--- config.mk ---
export PLATFORM = sky130hd
export DESIGN_NAME = ntd_divider
export DESIGN_NICKNAME = d
export VERILOG_FILES = /design/src/rtl/ntd_pkg.sv /design/src/rtl/ntd_divider.sv
export SDC_FILE = /design/constraint.sdc
export NUM_CORES = 1
export LEC_CHECK = 0
export ABC_AREA = 1
export BUFFER_PORTS_ARGS = -buffer_cell sky130_fd_sc_hd__buf_4
export CORE_AREA = 2 2 66 68
export DETAILED_ROUTE_END_ITERATION = 10
export DIE_AREA = 0 0 68 70
export GPL_TIMING_DRIVEN = 0
export PLACE_DENSITY = 0.69
export SLEW_MARGIN = 20
export SYNTH_ARGS = -nofsm -noshare
export SYNTH_HDL_FRONTEND = slang
export SYNTH_SLANG_ARGS = --single-unit
--- constraint.sdc ---
create_clock -name ref_clk -period 6.6 [get_ports ref_clk]
set_clock_uncertainty 0.05 [all_clocks]
set_input_delay 0.99 -clock ref_clk [delete_from_list [all_inputs] [get_ports ref_clk]]
set_output_delay 0.99 -clock ref_clk [all_outputs]
set_load 0.03 [all_outputs]
--- src/rtl/ntd_pkg.sv ---
// Package with the register map, field layout and timing figures of the timebase divider.
`default_nettype none
package ntd_pkg;
    localparam int unsigned ADDR_W       = 8;
    localparam int unsigned DATA_W       = 8;
    localparam int unsigned DIV_W        = 11;
    localparam logic [7:0]  OFS_DIV_HIGH = 8'h00;
    localparam logic [7:0]  OFS_DIV_LOW  = 8'h01;
    localparam logic [7:0]  OFS_CONFIG   = 8'h02;
    localparam int unsigned LOCK_BIT     = 7;
    localparam int unsigned DIV_HI_MSB   = 2;
    localparam int unsigned REF_SEL_BIT  = 0;
    localparam logic        REF_SEL_RST  = 1'b0;
    localparam int unsigned TIMEBASE_NS  = 35000;
    localparam int unsigned MIN_OP_MS    = 10;
    localparam int unsigned MIN_OP_TICKS = (MIN_OP_MS * 1000000 + TIMEBASE_NS - 1) / TIMEBASE_NS;

    typedef struct packed {
        logic [ADDR_W-1:0] addr;
        logic [DATA_W-1:0] wdata;
        logic              wr;
        logic              rd;
    } ntd_req_t;

    typedef struct packed {
        logic osc_ref;
        logic bus_ref;
    } ntd_ref_t;
endpackage
`default_nettype wire

--- src/rtl/ntd_divider.sv ---
// Timebase divider with its divisor, lock and reference-select registers.
//
// Our own choices: the strobed register port and the address map.
`default_nettype none
// How it works
// - The reference is either the oscillator output clock or the system bus clock.
// - One reference-select bit in the configuration register picks the reference.
// - The selected reference is divided by the divisor to give the nominal 35 us tick.
// - Reset copies the two shadow bytes into the divisor registers; software may also write them.
// - The divisor is 11 bits, split over a high and a low register.
// - Software writes to the divisor take effect only while the lock-disable bit is set.
// - While the proposed map is not active, divisor writes have no effect.
// - Lock-disable 1 unlocks, 0 locks the divisor registers and the bit itself.
// - The divisor always reads back and is writable only with latch clear and lock disabled.
// - New shadow contents reach the divisor registers only at the next reset.
module ntd_divider (
    input  wire logic              ref_clk,
    input  wire logic              srst,
    input  wire ntd_pkg::ntd_req_t bus_req,
    output logic [7:0]             rd_data,
    input  wire ntd_pkg::ntd_ref_t ref_pulse,
    input  wire logic [7:0]        divisor_high_shadow,
    input  wire logic [7:0]        divisor_low_shadow,
    input  wire logic              memory_latch_bit,
    input  wire logic              map_active,
    output logic                   timebase_tick,
    output logic                   divider_ref_select
);
    logic [ntd_pkg::DIV_W-1:0] div_r;
    logic                      lock_dis_r;
    logic                      ref_sel_r;
    logic [ntd_pkg::DIV_W-1:0] cnt_r;
    logic [ntd_pkg::DIV_W-1:0] cnt_nxt;
    logic                      tick_r;
    logic                      tick_nxt;
    logic [7:0]                rd_r;
    logic [7:0]                rd_nxt;
    logic                      ref_edge;
    logic                      div_wr_ok;
    logic                      wr_hi;
    logic                      wr_lo;

    // The selected source arrives as one strobe per reference period.
    assign ref_edge  = ref_sel_r ? ref_pulse.bus_ref : ref_pulse.osc_ref;
    assign div_wr_ok = map_active && lock_dis_r && !memory_latch_bit;
    assign wr_hi     = bus_req.wr && bus_req.addr == ntd_pkg::OFS_DIV_HIGH;
    assign wr_lo     = bus_req.wr && bus_req.addr == ntd_pkg::OFS_DIV_LOW;

    always_ff @(posedge ref_clk) begin
        if (srst) begin
            div_r <= {divisor_high_shadow[ntd_pkg::DIV_HI_MSB:0], divisor_low_shadow};
        end else begin
            if (wr_hi && div_wr_ok) begin
                div_r[ntd_pkg::DIV_W-1:8] <= bus_req.wdata[ntd_pkg::DIV_HI_MSB:0];
            end
            if (wr_lo && div_wr_ok) begin
                div_r[7:0] <= bus_req.wdata;
            end
        end
    end

    // The lock-disable bit is cleared by software or by a reset with shadow bit 7 clear; once clear, only a reset can set it again.
    always_ff @(posedge ref_clk) begin
        if (srst) begin
            lock_dis_r <= divisor_high_shadow[ntd_pkg::LOCK_BIT];
        end else if (wr_hi && map_active && lock_dis_r) begin
            lock_dis_r <= bus_req.wdata[ntd_pkg::LOCK_BIT];
        end
    end

    always_ff @(posedge ref_clk) begin
        if (srst) begin
            ref_sel_r <= ntd_pkg::REF_SEL_RST;
        end else if (bus_req.wr && bus_req.addr == ntd_pkg::OFS_CONFIG) begin
            ref_sel_r <= bus_req.wdata[ntd_pkg::REF_SEL_BIT];
        end
    end

    always_comb begin
        cnt_nxt  = cnt_r;
        tick_nxt = 1'b0;
        if (div_r == '0) begin
            cnt_nxt = '0;
        end else if (ref_edge) begin
            // A divisor cut below the running count wraps at the next strobe,
            // so the timer never waits for a full counter overflow.
            if (cnt_r >= div_r - 11'h001) begin
                cnt_nxt  = '0;
                tick_nxt = 1'b1;
            end else begin
                cnt_nxt = cnt_r + 11'h001;
            end
        end
    end

    always_ff @(posedge ref_clk) begin
        if (srst) begin
            cnt_r  <= '0;
            tick_r <= 1'b0;
        end else begin
            cnt_r  <= cnt_nxt;
            tick_r <= tick_nxt;
        end
    end

    // Read data stand for one cycle only and fall back to zero when no read is pending.
    always_comb begin
        rd_nxt = 8'h00;
        if (bus_req.rd) begin
            case (bus_req.addr)
                ntd_pkg::OFS_DIV_HIGH: rd_nxt = {lock_dis_r, 4'h0, div_r[10:8]};
                ntd_pkg::OFS_DIV_LOW:  rd_nxt = div_r[7:0];
                ntd_pkg::OFS_CONFIG:   rd_nxt = {7'h00, ref_sel_r};
                default:               rd_nxt = 8'h00;
            endcase
        end
    end

    always_ff @(posedge ref_clk) begin
        if (srst) begin
            rd_r <= 8'h00;
        end else begin
            rd_r <= rd_nxt;
        end
    end

    assign rd_data            = rd_r;
    assign timebase_tick      = tick_r;
    assign divider_ref_select = ref_sel_r;

    // Assertions.
    zero_div_quiet_a: assert property (@(posedge ref_clk) disable iff (srst)
        $past(div_r) == '0 && !$past(srst) |-> !tick_r)
        else $error("tick with zero divisor");

    // A count above the divisor is legal after the divisor was lowered.
    tick_on_ref_a: assert property (@(posedge ref_clk) disable iff (srst)
        tick_r |-> $past(ref_edge) && $past(cnt_r) >= $past(div_r) - 11'h001)
        else $error("tick not at divisor count");

    ref_select_a: assert property (@(posedge ref_clk) disable iff (srst)
        $changed(cnt_r) && !$past(srst) && $past(div_r) != '0 |->
        $past(ref_sel_r ? ref_pulse.bus_ref : ref_pulse.osc_ref))
        else $error("counter moved without selected reference");

    locked_hold_a: assert property (@(posedge ref_clk) disable iff (srst)
        (wr_hi || wr_lo) && !lock_dis_r |=> $stable(div_r) && !lock_dis_r)
        else $error("locked divisor changed");

    latch_hold_a: assert property (@(posedge ref_clk) disable iff (srst)
        (wr_hi || wr_lo) && memory_latch_bit |=> $stable(div_r))
        else $error("divisor changed while latched");

    map_off_hold_a: assert property (@(posedge ref_clk) disable iff (srst)
        bus_req.wr && !map_active |=> $stable(div_r) && $stable(lock_dis_r))
        else $error("write took effect with map inactive");

    shadow_load_a: assert property (@(posedge ref_clk)
        srst |=> div_r == $past({divisor_high_shadow[2:0], divisor_low_shadow}) &&
        lock_dis_r == $past(divisor_high_shadow[7]))
        else $error("reset did not load shadow bytes");

    reset_clear_a: assert property (@(posedge ref_clk)
        srst |=> cnt_r == '0 && !tick_r && rd_data == 8'h00)
        else $error("reset left counter or outputs set");

    low_write_a: assert property (@(posedge ref_clk) disable iff (srst)
        wr_lo && div_wr_ok |=> div_r[7:0] == $past(bus_req.wdata))
        else $error("low divisor write lost");

    high_write_a: assert property (@(posedge ref_clk) disable iff (srst)
        wr_hi && div_wr_ok |=>
        div_r[10:8] == $past(bus_req.wdata[ntd_pkg::DIV_HI_MSB:0]))
        else $error("high divisor write lost");

    // Once locked, nothing short of a reset may unlock the divisor again.
    lock_sticky_a: assert property (@(posedge ref_clk) disable iff (srst)
        !lock_dis_r |=> !lock_dis_r)
        else $error("lock released without reset");

    config_write_a: assert property (@(posedge ref_clk) disable iff (srst)
        bus_req.wr && bus_req.addr == ntd_pkg::OFS_CONFIG |=>
        ref_sel_r == $past(bus_req.wdata[ntd_pkg::REF_SEL_BIT]))
        else $error("reference select write lost");

    readback_a: assert property (@(posedge ref_clk) disable iff (srst)
        bus_req.rd && bus_req.addr == ntd_pkg::OFS_DIV_LOW && !bus_req.wr
        |=> rd_data == $past(div_r[7:0]))
        else $error("low divisor readback wrong");

    high_readback_a: assert property (@(posedge ref_clk) disable iff (srst)
        bus_req.rd && bus_req.addr == ntd_pkg::OFS_DIV_HIGH && !bus_req.wr
        |=> rd_data == $past({lock_dis_r, 4'h0, div_r[10:8]}))
        else $error("high divisor readback wrong");

    rd_idle_a: assert property (@(posedge ref_clk) disable iff (srst)
        !bus_req.rd |=> rd_data == 8'h00)
        else $error("read data outside read cycle");

    zero_cnt_a: assert property (@(posedge ref_clk) disable iff (srst)
        div_r == '0 |=> cnt_r == '0)
        else $error("counter ran with zero divisor");

    tick_pulse_a: assert property (@(posedge ref_clk) disable iff (srst)
        tick_r && div_r > 11'h001 |=> !tick_r)
        else $error("tick longer than one cycle");

    tick_seen_c:   cover property (@(posedge ref_clk) disable iff (srst) tick_r);
    lock_clear_c:  cover property (@(posedge ref_clk) disable iff (srst) $fell(lock_dis_r));
    bus_sel_c:     cover property (@(posedge ref_clk) disable iff (srst) ref_sel_r && tick_r);
    div_write_c:   cover property (@(posedge ref_clk) disable iff (srst) wr_hi && div_wr_ok);
    latch_block_c: cover property (@(posedge ref_clk) disable iff (srst)
        wr_lo && memory_latch_bit);
endmodule
`default_nettype wire

==> impl_metrics.ini, run 1 <==
[outcome]
status = completed

[yosys]
synth_top_area_cell = dfxtp_1
avgSynthCellArea_sq_um = 7.46
syn_inst = 259
synth_seq_cells = 33
syn-cell-area_sq_mm = 0.00193
yosys_warnings = 0
synth_nets = 312
synth_area_leaders = dfxtp_1 (22%), edfxtp_1 (19%), nand2_1 (16%)
ys_types = 26
yosysSeqAreaShare_pct = 40.4
synth_top_area_share_pct = 21.7

[placement]
dpl.cell_count = 356
hpwl_microns = 3200
place_congestion = 0.833
port_buffers = 45
post-place-ws_ns = 3.90

[clock_tree]
cts_resized = 0
cts_tree = yes
cts_hold_buf = 0
cts_setup_buffers = 0
cts_max_path_buffers = 2
clk_latency_ns = 0.28
clock-sinks = 33
path_clk_slew_ns = 0.07
htree_num_levels = 2
numCtsBuffers = 5
ctsRootBufferMaster = clkbuf_8

[routing]
finalWirelength_microns = 3840
routed-wl-met2_microns = 1930
wl_met1_microns = 1640
dr_wl_met3_microns = 212
dr.max_layer_used = met4
antenna_left = 0
drc = 0
avgViaCountPerCell = 4.73
drtIter0Drc = 50
wire_per_inst_microns = 10.5
num_vias = 1722
first_pass_iters = 4

[power_and_ir_drop]
cellPowerDensity_mw_per_mm2 = 181
ir_drop_mv = 0.0885
p_leak_uw = 0.00118

[floorplanning]
die_h_microns = 70
std_cell_rows = 24
die_w_microns = 68
ioPinCount = 50
start_util_pct = 46.6
die-area_sq_mm = 0.00476
core_region_area_sq_mm = 0.00414

[sta]
max_slew_margin_pct = 65.4
worst_slew_pin_slew_ns = 0.514
fin_tns_setup_ns = 0
period_share_pct = 38.6
fmax_mhz = 393
grt_setup_unrepaired = false
maxSlewViolCount = 0
fin_ws_ns = 4.05
min_period_ns = 2.55
setup_viol = 0
hold_violations = 0

[layout]
multiInputGateArea_sq_mm = 0.00101
final_cells = 364
fillerInstances = 428
seq_area_sq_um = 781
final_common_cell = nand2_1
syn_to_final_growth_pct = 25.0
final_nets = 364
layout_common_cells = nand2_1 (81), buf_4 (45), inv_1 (37), nor2_1 (34), dfxtp_1 (21)
antenna_cells = 0
drive_above_1_share_pct = 18.6

[worst_setup_path]
r2r-end = cnt_r[3]
end_kind = flop
cp-endpoint = cnt_r[3]
rr_startpoint = div_r[0]
cp_max_fo = 10
start_kind = flop
worst_r2r_path_depth = 15
crit_start = div_r[0]
path_class = reg2reg
reg2reg_setup_slack_ns = 4.05
critical_path_required_ns = 6.77
cp.arrival_ns = 2.72

[global_route]
grt_usage_pct = 17.7
grt_max_degree = 11
grt_pass1_wl_microns = 6340
overflow = 0
grt_pass1_vias = 1518
antenna_found_initial = 0

[hold_path]
min_path_type = reg2reg

[run]
drv_cap = 0
-- cell usage after synthesis (all sizes together) --
library cell,instances
nand4,4
o31ai,1
o21ai,2
or2,1
clkbuf,2
nand2,83
a21oi,7
inv,37
nand3,13
edfxtp,12
nor2,35
xor2,11
and2,1
o2111ai,1
ha,13
nor3,6
o211ai,1
dfxtp,21
xnor2,4
a22oi,2
nand3b,1
a31oi,1
-- through the flow --
step	instance area [sq um]	hold WS (ns)	total power, uW	util [%]
2_1_floorplan	1930	0.452	271	-
3_3_place_gp	2340	0.483	297	56.4
3_5_place_dp	2340	0.505	299	56.4
4_1_cts	2420	0.516	444	58.3
5_1_grt	2420	0.543	462	58.3
6_report	2420	0.512	438	58.3
-- logic make-up after synthesis --
kind of cell / synth area share, %
flip-flops: 40.4
AO/OA/AOI/OAI: 5.24
buffers and inverters: 7.57
AND/OR/NAND/NOR: 31.6
XOR/XNOR: 6.80
adder cells (fa/ha/maj): 8.41
-- final cells by class --
type | instances | area share [%]
Sequential cell | 33 | 32.3
Inverter | 37 | 5.75
Buffer | 2 | 0.311
Tap cell | 52 | 2.69
Timing Repair Buffer | 45 | 14.0
Multi-Input combinational cell | 187 | 41.6
Clock inverter | 3 | 0.518
Clock buffer | 5 | 2.85
-- flip-flops by register name, indices dropped and copies added, names as in the netlist --
| signal | flops |
|---|---|
| lock_dis_r | 1 |
| divider_ref_select | 1 |
| rd_data | 8 |
| div_r | 11 |
| cnt_r | 11 |
| timebase_tick | 1 |
-- worst min path at each step --
stage	startpoint	endpoint	slack (ns)	depth (start not counted)
after detailed placement	cnt_r[10]	cnt_r[10]	0.50	4
after global routing	divider_ref_select	divider_ref_select	0.54	2
final	cnt_r[10]	cnt_r[10]	0.51	4
after floorplan	lock_dis_r	rd_data[7]	0.45	2
after global placement	cnt_r[10]	cnt_r[10]	0.48	4
after CTS	cnt_r[10]	cnt_r[10]	0.52	4
-- per-layer routing --
| layer | up-vias | global-route usage [%] |
|---|---|---|
| li1 | 922 | - |
| met3 | 6 | 5.96 |
| met4 | 0 | 5.33 |
| met1 | 755 | 20.3 |
| met5 | - | 0 |
| met2 | 39 | 30.3 |
-- worst max-delay path, cell delays in order, from the launching register on --
cell and delay, ns:
edfxtp_1 0.41, inv_1 0.13, ha_1 0.21, nand4_1 0.18, nor3_1 0.22, xor2_1 0.21, ha_1 0.27, nand2_1 0.06
nand2_1 0.05, nand3_1 0.06, nand2_1 0.06, nor2_1 0.13, nand2_1 0.08, nand2_1 0.08, nand2_2 0.15, nor2_1 0.14
-- report_power, final --
group	switching [uW]	internal, uW
sequential	8.05	221
combinational	33.9	31.5
clock	72.7	70.9
total	115	323
Note: power is estimated with default switching activity, not from simulation.
==> run 2, diff against run 1 <==
--- a/config.mk
+++ b/config.mk
@@ -7,11 +7,11 @@
 export LEC_CHECK = 0
 export ABC_AREA = 1
 export BUFFER_PORTS_ARGS = -buffer_cell sky130_fd_sc_hd__buf_4
-export CORE_AREA = 2 2 66 68
+export CORE_AREA = 2 2 68 70
 export DETAILED_ROUTE_END_ITERATION = 10
-export DIE_AREA = 0 0 68 70
+export DIE_AREA = 0 0 70 72
 export GPL_TIMING_DRIVEN = 0
-export PLACE_DENSITY = 0.69
+export PLACE_DENSITY = 0.68
 export SLEW_MARGIN = 20
 export SYNTH_ARGS = -nofsm -noshare
 export SYNTH_HDL_FRONTEND = slang
==> constraint.sdc (replaced) <==
create_clock -name ref_clk -period 2.1 [get_ports ref_clk]
set_clock_uncertainty 0.05 [all_clocks]
set_input_delay 0.315 -clock ref_clk [delete_from_list [all_inputs] [get_ports ref_clk]]
set_output_delay 0.315 -clock ref_clk [all_outputs]
set_load 0.03 [all_outputs]
==> run 2 against run 1 <==
Compared with the run above: the flow now finishes with violations (negative setup slack); via count decreased by 0.64%; critical path depth is the same; final cell count up 2.2%; highest routed layer unchanged.
==> impl_metrics.ini, run 2 (synthesized netlist as in run 1, its figures left out) <==
[clock_tree]
clock-sinks = 33
clk_latency_ns = 0.29
cts_tree = yes
htree_num_levels = 2
cts_max_path_buffers = 2
cts_hold_buf = 0
path_clk_slew_ns = 0.07
ctsRootBufferMaster = clkbuf_8
numCtsBuffers = 5

[routing]
drtIter0Drc = 70
avgViaCountPerCell = 4.60
antenna_left = 0
num_vias = 1711
finalWirelength_microns = 3970
first_pass_iters = 4
drc = 0
wire_per_inst_microns = 10.7

[worst_setup_path]
cp.arrival_ns = 2.55
max_stage_delay_ns = 0.42
worst_r2r_path_depth = 15
rr_startpoint = div_r[0]
path_class = reg2reg
end_kind = flop
cp_max_fo = 3
crit_family = simple AND/OR/NAND/NOR gates
crit_path_top_delay_cell = edfxtp_1
path_common_cell = nor2_2
start_kind = flop
r2r-end = timebase_tick
worst-path-buf-inv = 2
critical_path_required_ns = 2.28
reg2reg_setup_slack_ns = -0.27
crit_chain = inv_2, ha_4, nand4_1, nor3_2, xor2_1, ha_1, nand2_1, nor2_2, nand2_1, nor2_2, nor2_2, nand2_2, nand2_4, buf_4, nor2_2

[layout]
antenna_cells = 0
final_nets = 372
drive_above_1_share_pct = 25.3
syn_to_final_growth_pct = 31.5
final_common_cell = nand2_1
layout_common_cells = nand2_1 (78), buf_4 (52), inv_1 (35), nor2_1 (26), dfxtp_1 (21)
final_cells = 372
multiInputGateArea_sq_mm = 0.00108
fillerInstances = 424
finish.utilization_pct = 59.6
seq_area_sq_um = 781

[floorplanning]
ioPinCount = 50
std_cell_rows = 24
die-area_sq_mm = 0.00504
die_h_microns = 72
core_region_area_sq_mm = 0.00426
start_util_pct = 45.3
die_w_microns = 70

[global_route]
grt_pass1_wl_microns = 6470
overflow = 0
grt_pass1_vias = 1582
antenna_found_initial = 0
grt_usage_pct = 16.4
grt_max_degree = 11

[hold_path]
holdPathStages = 3
min_to = div_r[2]
min_path_type = in2reg
min_from = divisor_low_shadow[2]

[sta]
fmax_mhz = 422
worst_slew_pin_slew_ns = 0.500
maxSlewViolCount = 0
period_share_pct = 113
grt_setup_unrepaired = true
fin_tns_setup_ns = -2.83
max_slew_margin_pct = 66.4
min_period_ns = 2.37
hold_violations = 0
hold_slack_ns = 0.244
fin_ws_ns = -0.271
setup_viol = 12

[outcome]
violations = negative setup slack
status = finished with violations

[placement]
place_congestion = 0.829
hpwl_microns = 3140
dpl.cell_count = 356
port_buffers = 45

[run]
drv_cap = 0

[power_and_ir_drop]
ir_drop_mv = 0.352
cellPowerDensity_mw_per_mm2 = 551
p_leak_uw = 0.00123
==> run 2: repair_timing <==
action	CTS	global route
endpoints found under the setup margin	12	12
resized for setup	6	8
setup buffers	5	2
gates cloned	1	0
pin swaps	8	1
==> run 2: per-layer routing <==
layer	wire length, microns	track usage (%)	vias to the layer above
li1	-	-	939
met1	1730	18.7	720
met2	1920	28.3	41
met3	194	4.03	11
met4	121	9.19	0
met5	0	0	-
==> run 2: stage by stage <==
stage / total power [uW] / setup WS, ns / instance area, sq um
global placement: 942 / -0.355 / 2360
detailed placement: 946 / -0.388 / 2360
global route: 1480 / -0.425 / 2540
finish: 1400 / -0.271 / 2540
CTS: 1410 / -0.292 / 2500
floorplan: 858 / -0.0352 / 1950
==> run 2: tightest hold or removal path: cells and delay by family <==
family,cells,cell delay (ns)
AND/OR/NAND/NOR,2,0.09
buffers and inverters,1,0.07
==> run 2: how the worst max path moves through the flow <==
stage,startpoint,end,slack (ns),depth (start not counted)
2_1_floorplan,div_r[1],cnt_r[0],-0.04,15
3_3_place_gp,div_r[0],cnt_r[3],-0.36,15
3_5_place_dp,div_r[0],cnt_r[3],-0.39,15
4_1_cts,div_r[0],cnt_r[10],-0.29,15
5_1_grt,div_r[0],cnt_r[5],-0.43,15
6_report,div_r[0],timebase_tick,-0.27,15
==> run 2: where the power goes <==
| group | leakage, uW | switching (uW) | total (uW) | internal, uW |
|---|---|---|---|---|
| registers | 0.000287 | 25.0 | 719 | 694 |
| clock network | 0.0000430 | 224 | 447 | 223 |
| logic | 0.000899 | 119 | 234 | 116 |
==> run 2: final cells by class <==
class,instances,area share [%]
Timing Repair Buffer,52,15.4
Buffer,2,0.295
Multi-Input combinational cell,188,42.4
Sequential cell,33,30.7
Tap cell,52,2.56
Clock buffer,5,2.71
Inverter,37,5.47
Clock inverter,3,0.492
